`config.mk`:
```
export PLATFORM = sky130hd
export DESIGN_NAME = nvsp_host
export DESIGN_NICKNAME = d
export VERILOG_FILES = /design/src/hdl/nvsp_pkg.sv /design/src/hdl/nvsp_host.sv
export SDC_FILE = /design/constraint.sdc
export NUM_CORES = 1
export LEC_CHECK = 0
export BUFFER_PORTS_ARGS = -buffer_cell sky130_fd_sc_hd__buf_2
export CORE_AREA = 2 2 103 105
export CTS_CLUSTER_SIZE = 30
export DETAILED_ROUTE_END_ITERATION = 7
export DIE_AREA = 0 0 105 107
export GPL_ROUTABILITY_DRIVEN = 1
export HOLD_SLACK_MARGIN = 0.03
export PLACE_DENSITY = 0.63
export SYNTH_ARGS = -nofsm -noshare
export SYNTH_HDL_FRONTEND = slang
export SYNTH_SLANG_ARGS = --single-unit
```
`constraint.sdc`:
```
create_clock -name clk -period 5.5 [get_ports clk]
set_clock_uncertainty 0.1 [all_clocks]
set_input_delay 1.1 -clock clk [delete_from_list [all_inputs] [get_ports clk]]
set_output_delay 1.1 -clock clk [all_outputs]
set_load 0.005 [all_outputs]
```
`src/hdl/nvsp_pkg.sv`:
```
// Package: timing constants, request carrier and pin bundle for the memory port host
package nvsp_pkg;

    localparam int unsigned CLK_PERIOD_PS = 5000;

    // Times in ns as printed
    localparam int unsigned CYCLE_TIME_NS           = 70;
    localparam int unsigned ADDRESS_TO_DATA_DELAY_NS = 70;
    localparam int unsigned SELECT_TO_DATA_DELAY_NS  = 70;
    localparam int unsigned OE_TO_DATA_DELAY_NS      = 35;
    localparam int unsigned WRITE_PULSE_NS           = 55;
    localparam int unsigned WRITE_DATA_SETUP_NS      = 30;
    localparam int unsigned WRITE_RECOVERY_NS        = 5;
    localparam int unsigned WRITE_RECOVERY_CS_NS     = 15;
    localparam int unsigned WRITE_DATA_HOLD_CS_NS    = 10;
    localparam int unsigned WRITE_TO_FLOAT_DELAY_NS  = 25;
    // Power sequencing times
    localparam int unsigned POWERDOWN_LEAD_TIME_US   = 20;
    localparam int unsigned POWERUP_WAIT_TIME_MS     = 2;
    localparam int unsigned POWERUP_WAIT_MAX_MS      = 125;

    // Least times round up to whole cycles
    localparam int unsigned READ_CYC = (ADDRESS_TO_DATA_DELAY_NS * 1000 + CLK_PERIOD_PS - 1)
                                       / CLK_PERIOD_PS;
    localparam int unsigned WP_CYC   = (WRITE_PULSE_NS * 1000 + CLK_PERIOD_PS - 1)
                                       / CLK_PERIOD_PS;
    localparam int unsigned REC_CYC  = (WRITE_RECOVERY_CS_NS * 1000 + CLK_PERIOD_PS - 1)
                                       / CLK_PERIOD_PS;
    localparam int unsigned HOLD_CYC = (WRITE_DATA_HOLD_CS_NS * 1000 + CLK_PERIOD_PS - 1)
                                       / CLK_PERIOD_PS;
    localparam int unsigned CYC_CYC  = (CYCLE_TIME_NS * 1000 + CLK_PERIOD_PS - 1)
                                       / CLK_PERIOD_PS;
    localparam int unsigned PD_CYC   = (POWERDOWN_LEAD_TIME_US * 1000000 + CLK_PERIOD_PS - 1)
                                       / CLK_PERIOD_PS;
    localparam int unsigned PU_CYC   = 32'((POWERUP_WAIT_TIME_MS * 64'd1000000000
                                       + CLK_PERIOD_PS - 1) / CLK_PERIOD_PS);

    localparam int unsigned ADDR_W = 24;
    localparam int unsigned DATA_W = 8;
    localparam int unsigned CNT_W  = 20;

    // Request from the user side
    typedef struct packed {
        logic              write;
        logic [ADDR_W-1:0] byte_address;
        logic [DATA_W-1:0] wdata;
    } nvsp_req_type;

    // Pins toward the memory, all strobes active low
    typedef struct packed {
        logic [ADDR_W-1:0] byte_address;
        logic              chip_select_n;
        logic              output_enable_n;
        logic              write_strobe_n;
        logic [DATA_W-1:0] data_lines_o;
        logic              data_lines_oe;
    } nvsp_pins_type;

endpackage

```
`src/hdl/nvsp_host.sv`:
```
// Host controller driving the nonvolatile byte-wide static memory
// Behaviour
// - Strobe overlap held at least the write pulse width.
// - Address held unchanged through the whole write.
// - Write strobe held high for recovery before next cycle.
// - Data hold timed with the longer select-ended figure; recovery set by cycle time less write pulse.
// - Output enable kept high throughout writes.
// - Write data valid the setup time before and held after strobe rise.
// - One common minimum cycle period used for reads and writes.
// - Chip select parked high at least the lead time from the first idle cycle that sees supply fail.
// - After the down state ends on power return, strobes held high for the recovery wait.
// - Write timing rounded up; only the write pulse is padded, one cycle beyond its minimum.
module nvsp_host #(
    parameter int unsigned PD_CYCLES = nvsp_pkg::PD_CYC,
    parameter int unsigned PU_CYCLES = nvsp_pkg::PU_CYC
) (
    input  wire logic                          clk,
    input  wire logic                          reset,
    input  wire logic                          req_valid,
    input  wire nvsp_pkg::nvsp_req_type        req,
    output logic                               req_ready,
    output logic                               rsp_valid,
    output logic [nvsp_pkg::DATA_W-1:0]        rsp_rdata,
    input  wire logic                          power_fail,
    output logic                               power_ok,
    output nvsp_pkg::nvsp_pins_type            pins,
    input  wire logic [nvsp_pkg::DATA_W-1:0]   data_lines_i
);

    typedef enum logic [2:0] {
        NVSP_POWERUP, NVSP_IDLE, NVSP_READ, NVSP_WRITE, NVSP_HOLD, NVSP_RECOVER, NVSP_DOWN
    } nvsp_state_type;

    // ==================================================
    // State and counters
    nvsp_state_type                  state_q, state_d;
    logic [nvsp_pkg::CNT_W-1:0]      cnt_q, cnt_d;
    logic [nvsp_pkg::CNT_W-1:0]      fail_cnt_q;
    nvsp_pkg::nvsp_pins_type         pins_q, pins_d;
    logic                            ready_q, ready_d;
    logic                            rvalid_q, rvalid_d;
    logic [nvsp_pkg::DATA_W-1:0]     rdata_q, rdata_d;
    logic                            pok_q, pok_d;

    // ==================================================
    // Decode
    wire logic cnt_done   = (cnt_q == '0);
    wire logic start_ok   = req_valid & ready_q;
    wire logic [nvsp_pkg::CNT_W-1:0] cnt_dec = cnt_q - 20'h00001;
    // Read cycle padded to full cycle time
    wire logic [nvsp_pkg::CNT_W-1:0] rd_cnt =
        nvsp_pkg::CNT_W'(nvsp_pkg::CYC_CYC - 1);
    // Pulse padded by one cycle for protection circuitry slack
    wire logic [nvsp_pkg::CNT_W-1:0] wp_cnt =
        nvsp_pkg::CNT_W'(nvsp_pkg::WP_CYC);
    wire logic [nvsp_pkg::CNT_W-1:0] hold_cnt =
        nvsp_pkg::CNT_W'(nvsp_pkg::HOLD_CYC - 1);
    wire logic [nvsp_pkg::CNT_W-1:0] rec_cnt =
        nvsp_pkg::CNT_W'(nvsp_pkg::CYC_CYC - nvsp_pkg::WP_CYC - 1);
    wire logic [nvsp_pkg::CNT_W-1:0] pu_cnt = nvsp_pkg::CNT_W'(PU_CYCLES - 1);
    // Down state kept at least the lead time
    wire logic pd_reached = (fail_cnt_q >= nvsp_pkg::CNT_W'(PD_CYCLES));

    // ==================================================
    // Next-state logic
    always_comb begin
        state_d  = state_q;
        cnt_d    = cnt_done ? cnt_q : cnt_dec;
        pins_d   = pins_q;
        ready_d  = 1'b0;
        rvalid_d = 1'b0;
        rdata_d  = rdata_q;
        pok_d    = pok_q;
        unique case (state_q)
            NVSP_POWERUP: begin
                // Strobes parked high during wait
                pins_d.chip_select_n   = 1'b1;
                pins_d.write_strobe_n  = 1'b1;
                pins_d.output_enable_n = 1'b1;
                pins_d.data_lines_oe   = 1'b0;
                if (cnt_done && !power_fail) begin
                    state_d = NVSP_IDLE;
                    ready_d = 1'b1;
                    pok_d   = 1'b1;
                end
            end
            NVSP_IDLE: begin
                ready_d = 1'b1;
                if (power_fail) begin
                    state_d = NVSP_DOWN;
                    ready_d = 1'b0;
                    pok_d   = 1'b0;
                end else if (start_ok) begin
                    ready_d             = 1'b0;
                    pins_d.byte_address = req.byte_address;
                    pins_d.chip_select_n = 1'b0;
                    if (req.write) begin
                        // Strobes fall together, output enable stays high
                        pins_d.write_strobe_n  = 1'b0;
                        pins_d.output_enable_n = 1'b1;
                        pins_d.data_lines_o    = req.wdata;
                        pins_d.data_lines_oe   = 1'b1;
                        cnt_d   = wp_cnt;
                        state_d = NVSP_WRITE;
                    end else begin
                        pins_d.write_strobe_n  = 1'b1;
                        pins_d.output_enable_n = 1'b0;
                        pins_d.data_lines_oe   = 1'b0;
                        cnt_d   = rd_cnt;
                        state_d = NVSP_READ;
                    end
                end
            end
            NVSP_READ: begin
                if (cnt_done) begin
                    // Sample while select and enable still low
                    rdata_d  = data_lines_i;
                    rvalid_d = 1'b1;
                    pins_d.chip_select_n   = 1'b1;
                    pins_d.output_enable_n = 1'b1;
                    state_d  = NVSP_IDLE;
                    ready_d  = !power_fail;
                end
            end
            NVSP_WRITE: begin
                // Address and data held; both strobes rise together
                if (cnt_done) begin
                    pins_d.chip_select_n  = 1'b1;
                    pins_d.write_strobe_n = 1'b1;
                    cnt_d   = hold_cnt;
                    state_d = NVSP_HOLD;
                end
            end
            NVSP_HOLD: begin
                if (cnt_done) begin
                    pins_d.data_lines_oe = 1'b0;
                    cnt_d   = rec_cnt;
                    state_d = NVSP_RECOVER;
                end
            end
            NVSP_RECOVER: begin
                if (cnt_done) begin
                    rvalid_d = 1'b1;
                    state_d  = NVSP_IDLE;
                    ready_d  = !power_fail;
                end
            end
            NVSP_DOWN: begin
                // Park every strobe high while supply is low
                pins_d.chip_select_n   = 1'b1;
                pins_d.write_strobe_n  = 1'b1;
                pins_d.output_enable_n = 1'b1;
                pins_d.data_lines_oe   = 1'b0;
                if (!power_fail && pd_reached) begin
                    cnt_d   = pu_cnt;
                    state_d = NVSP_POWERUP;
                end
            end
            default: state_d = NVSP_DOWN;
        endcase
    end

    // ==================================================
    // Registers
    always_ff @(posedge clk) begin
        if (reset) begin
            state_q  <= NVSP_POWERUP;
            cnt_q    <= nvsp_pkg::CNT_W'(PU_CYCLES - 1);
            pins_q   <= '{byte_address: '0, chip_select_n: 1'b1, output_enable_n: 1'b1,
                          write_strobe_n: 1'b1, data_lines_o: '0, data_lines_oe: 1'b0};
            ready_q  <= 1'b0;
            rvalid_q <= 1'b0;
            rdata_q  <= 8'h00;
            pok_q    <= 1'b0;
        end else begin
            state_q  <= state_d;
            cnt_q    <= cnt_d;
            pins_q   <= pins_d;
            ready_q  <= ready_d;
            rvalid_q <= rvalid_d;
            rdata_q  <= rdata_d;
            pok_q    <= pok_d;
        end
    end

    // Cycles spent parked; a short supply dip seen in idle still parks the full lead time
    always_ff @(posedge clk) begin
        if (reset || state_q != NVSP_DOWN) begin
            fail_cnt_q <= '0;
        end else if (!pd_reached) begin
            fail_cnt_q <= fail_cnt_q + 20'h00001;
        end
    end

    // ==================================================
    // Outputs straight from flip-flops
    assign req_ready = ready_q;
    assign rsp_valid = rvalid_q;
    assign rsp_rdata = rdata_q;
    assign power_ok  = pok_q;
    assign pins      = pins_q;

endmodule

```
* Word level (Yosys, flattened, before mapping)
Index checks and enable logic that the tools add are counted.
** Cells by class
- Add/sub/neg operators :: 2
- Magnitude comparators :: 1
- Equality and inequality tests :: 17
- Mux-type cells :: 38
- Bitwise gates (word level) :: 3
- Reductions and logical operators :: 23
** Operators by type and width (number)
- $mux 20 :: 6
- $pmux 20 s4 :: 1
- $mux 12 :: 2
- $mux 3 :: 8
- $add 20x1->20 const B :: 1
- $ge 20x12->1 const B :: 1
- $logic_not 20->1 :: 1
- $sub 20x1->20 const B :: 1
- $pmux 3 s6 :: 1
- $ne 2x2->1 const B :: 8
- $reduce_and 4->1 :: 4
- $pmux 1 s3 :: 4
- $mux 1 :: 11
- $eq 3x3->1 const B :: 3
- $reduce_bool 3->1 :: 3
- $mux 8 :: 1
- $eq 3x2->1 const B :: 2
- $ne 3x3->1 const B :: 2
- $reduce_and 3->1 :: 2
- $reduce_and 6->1 :: 1
- $reduce_or 2->1 :: 3
- $reduce_and 5->1 :: 1
- $mux 2 :: 2
- $pmux 1 s4 :: 1
- other kinds (12) :: 14
** Word-level totals
- Register bits after elaboration :: 90
- Output and inout bits :: 47
- Word-level logic and storage cells :: 97

* Longest topological paths before layout
- Depth after elaboration :: 5
- Depth in mapped cells :: 12

* Least setup slack after synthesis
OpenSTA, ideal clock, no wires.
- Path type :: input to register
- Start :: input power_fail
- End :: register pins_q, in the netlist pins[8]
- Setup time :: 0.071 ns
- Data arrival time :: 2.516 ns
- Data required time :: 5.329 ns
- Slack :: 2.813 ns
- Stages :: 6
- Buffers on the path :: 1
- Path through :: nand3b_1 -> nor3_1 -> and2_1 -> clkbuf_1 -> nand2_1 -> a21oi_1
** Between the ends
- Longest elaborated chain between the ends :: 2
** Ends and longest elaborated chain
- start: declaration :: RTL line nvsp_host.sv:24 : input wire logic power_fail,
- $not 1->1 (no line)
- $reduce_and 4->1 (no line)
- end signal: assignment :: RTL line nvsp_host.sv:169 : pins_q <= '{byte_address: '0, chip_select_n: 1'b1, output_enable_n: 1'b1,
- end signal: assignment :: RTL line nvsp_host.sv:178 : pins_q <= pins_d;
- end: declaration :: RTL line nvsp_host.sv:39 : nvsp_pkg::nvsp_pins_type pins_q, pins_d;
No other way between the ends.
A chain may end at the register's enable or synchronous reset.

* Final worst setup path
- Start :: register cnt_q[12] (netlist bit)
- End :: register cnt_q[0] (netlist bit)
** Between the ends
- Longest elaborated chain between the ends :: 5
- Elaborated cells between the ends (all ways) :: 8
- Classes of those cells :: mux (7); reduce/logical (1)
** Ends and longest elaborated chain
- start: declaration :: RTL line nvsp_host.sv:37 : logic [nvsp_pkg::CNT_W-1:0] cnt_q, cnt_d;
- start signal: assignment :: RTL line nvsp_host.sv:168 : cnt_q <= nvsp_pkg::CNT_W'(PU_CYCLES - 1);
- start signal: assignment :: RTL line nvsp_host.sv:177 : cnt_q <= cnt_d;
- $logic_not 20->1 * :: RTL line nvsp_host.sv:47 : wire logic cnt_done = (cnt_q == '0);
- $mux 20 :: RTL line nvsp_host.sv:68 : cnt_d = cnt_done ? cnt_q : cnt_dec;
- $mux 20 :: RTL line nvsp_host.sv:93 : end else if (start_ok) begin
- $mux 20 :: RTL line nvsp_host.sv:89 : if (power_fail) begin
- $pmux 20 s4 * :: RTL line nvsp_host.sv:74 : unique case (state_q)
Mark *: on every way between the ends. The rest lies on a longest branch, timed or not.

==> run_results.csv <==
group,metric,value,unit
outcome,outcome,"complete, no violations",
clock_network,cts_made_buffers,9,
placed_design,dp.cells,686,
yosys,synth_nets,533,
finish,post-route-util,0.469,
yosys,netlist_area,3970,um2
finish,layout_common_cells,"buf_2 (91), dfxtp_1 (90), nand2_1 (84)",
clock_network,cts_root_buf,"clkbuf_8",
placed_design,place.detailed.hpwl,6710,um
global_routing,grt_pass1_wl,15800,um
die,start_util,0.394,
finish,nets,612,
die,dieArea,11200,um2
clock_network,cts_tree,"done",
detailed_routing,drc_errors,0,
yosys,avgSynthCellArea,8.24,um2
global_routing,met2_usage,0.278,
worst_setup_path,worst_ep_required_time,5670,ps
detailed_routing,dr.pass1.iters,4,
yosys,ys_warn_count,0,
die,num_rows,37,
detailed_routing,vias,3602,
die,fp.dieH,107,um
detailed_routing,ant_nets,0,
clock_network,clock_path_buffers,2,
sta,max_freq,0.294,GHz
placed_design,io_buffers,91,
global_routing,met3_usage,0.0377,
worst_setup_path,cp_top_family,"simple AND/OR/NAND/NOR gates",
yosys,synth.distinct_cells,54,
die,fp.dieW,105,um
clock_network,htree_num_levels,3,
clock_network,clk_latency,370,ps
clock_network,cts_hold_buf,0,
global_routing,use_met1,0.217,
sta,tns,0,ps
sta,worst_slew_pin_slew,1000,ps
power_and_ir_drop,leakage,0.00182,uW
power_and_ir_drop,powerDensity,247,nW/um2
global_routing,grt_pass1_vias,3353,
yosys,synthCells,482,
finish,drive_above_1_share,0.210,
worst_hold_path,hold_class,"reg -> reg",
clock_network,cts_resized,0,
worst_setup_path,critical-path-slowest-cell,"nand4b_1",
power_and_ir_drop,total_power,1170,uW
die,ioPinCount,92,
worst_setup_path,end_kind,"flop",
worst_setup_path,critPathKind,"reg -> reg",
worst_setup_path,crit_path_max_fanout,17,
sta,hold_viol_final,0,
power_and_ir_drop,ir_drop,0.129,mV
global_routing,grt_use_total,0.171,
sta,slew-limit-headroom,0.330,
yosys,synth-seq-cells,90,
yosys,ys_seq_area_frac,0.454,
clock_network,post_cts_buffers,0,
global_routing,busiest_layer,"met2",
worst_setup_path,worstPathCellList,"nor4_1 > nand4b_1 > nor2_4 > inv_2 > ha_1 > o21ai_0 > o22ai_1 > nand3_1 > a21o_1",
run,drv_cap,0,
sta,rsz0062_at_grt,"no",
clock_network,clock-sinks,90,
sta,slew_violations,0,
worst_setup_path,critPathLaunchType,"flop",
clock_network,clk_pin_slew,90,ps
finish,final_common_cell,"buf_2",
worst_setup_path,worst-path-buf-inv,1,
sta,final.period_utilization,0.618,
detailed_routing,drtIter0Drc,201,
detailed_routing,viasPerCell,5.13,
placed_design,place.gp.congestion,0.845,
detailed_routing,routedWlPerCell,13.7,um
global_routing,grt_antenna_before_repair,0,
finish,area_delta_synth_final,19.2,%
finish,diodes,0,
sta,setup_viol,0,
worst_setup_path,arrival,3570,ps
detailed_routing,routed_wl,9600,um
finish,instances_no_fill,702,
sta,post-route-min-period,3400,ps
worst_setup_path,max_stage_delay,760,ps
global_routing,grt_max_degree,57,
yosys,async_flop_share,0,
yosys,synth_ff_type,"dfxtp_1",
die,coreArea,10100,um2
global_routing,overflow,0,
yosys,synth-edff-count,0,
[state kept, by name (all words and copies together) (netlist names)]
signal      cells
pins           36
cnt_q          20
req_ready       1
rsp_valid       1
power_ok        1
rsp_rdata       8
state_q         3
fail_cnt_q     20
[final cells by class]
type / count / area [um2]
flip-flops and latches: 90 / 1800
repair buffers: 94 / 478
well taps: 136 / 170
fillers: 1065 / 5360
clock buffers: 10 / 138
multi-input cells: 354 / 2030
inverters: 12 / 45.0
clock inverters: 6 / 73.8
[where the power goes]
| part | switching, uW | internal, uW | total [uW] |
|---|---|---|---|
| registers | 2.44 | 653 | 655 |
| logic | 22.2 | 17.8 | 39.9 |
| clock network | 247 | 228 | 475 |
| total | 272 | 898 | 1170 |
[worst reg2reg max path: cells and delay by family, from the launching register on]
| kind | cells | cell delay [ps] |
|---|---|---|
| adders and majority gates | 1 | 350 |
| DFF | 1 | 350 |
| buffers and inverters | 1 | 150 |
| and+or+nand+nor | 4 | 1890 |
| AOI/OAI and AO/OA | 3 | 470 |
[synthesized netlist by cell type, types with 6 or more instances]
cell	count	area (um2)
a211oi_1	6	45.0
a21oi_1	46	230
and2_1	10	62.6
clkbuf_1	22	82.6
dfxtp_1	90	1800
ha_1	6	75.1
inv_1	11	41.3
mux2i_1	9	90.1
nand2_1	84	315
nand3_1	11	55.1
nand4_1	7	43.8
nor2_1	42	158
nor3_1	15	75.1
o211ai_1	6	45.0
o21ai_0	26	130
xnor2_1	6	52.6
xor2_1	15	131
[cells by family after synthesis]
group | after synthesis | synth area share
buffers and inverters | 38 | 0.0368
AND/OR/NAND/NOR | 207 | 0.254
AO/OA/AOI/OAI | 110 | 0.165
XOR/XNOR | 21 | 0.0463
flip-flops | 90 | 0.454
multiplexers | 10 | 0.0255
adder cells (fa/ha/maj) | 6 | 0.0189
[final timing paths]
kind              startpoint  endpoint  slack (ps)  cells past startpoint
setup / recovery   cnt_q[12]  cnt_q[0]        2100                      9
hold / removal      pins[34]  pins[34]         360                      2
setup reg to reg   cnt_q[12]  cnt_q[0]        2100                      9
hold reg to reg     pins[34]  pins[34]         360                      2
[metrics by stage]
step / area (um2) / hold slack (ps) / setup WS, ps
2_1_floorplan: 3970 / 330 / 2810
3_3_place_gp: 4520 / 340 / 2280
3_5_place_dp: 4520 / 344 / 2170
4_1_cts: 4740 / 358 / 2180
5_1_grt: 4740 / 372 / 1900
6_report: 4740 / 356 / 2100
[per-layer routing]
layer / share of wire / up-vias / routed length, um
li1: - / 1837 / -
met1: 0.46 / 1658 / 4410
met2: 0.48 / 92 / 4570
met3: 0.046 / 15 / 444
met4: 0.020 / 0 / 189
met5: 0 / - / 0
Power figures use the tool's default switching activity.
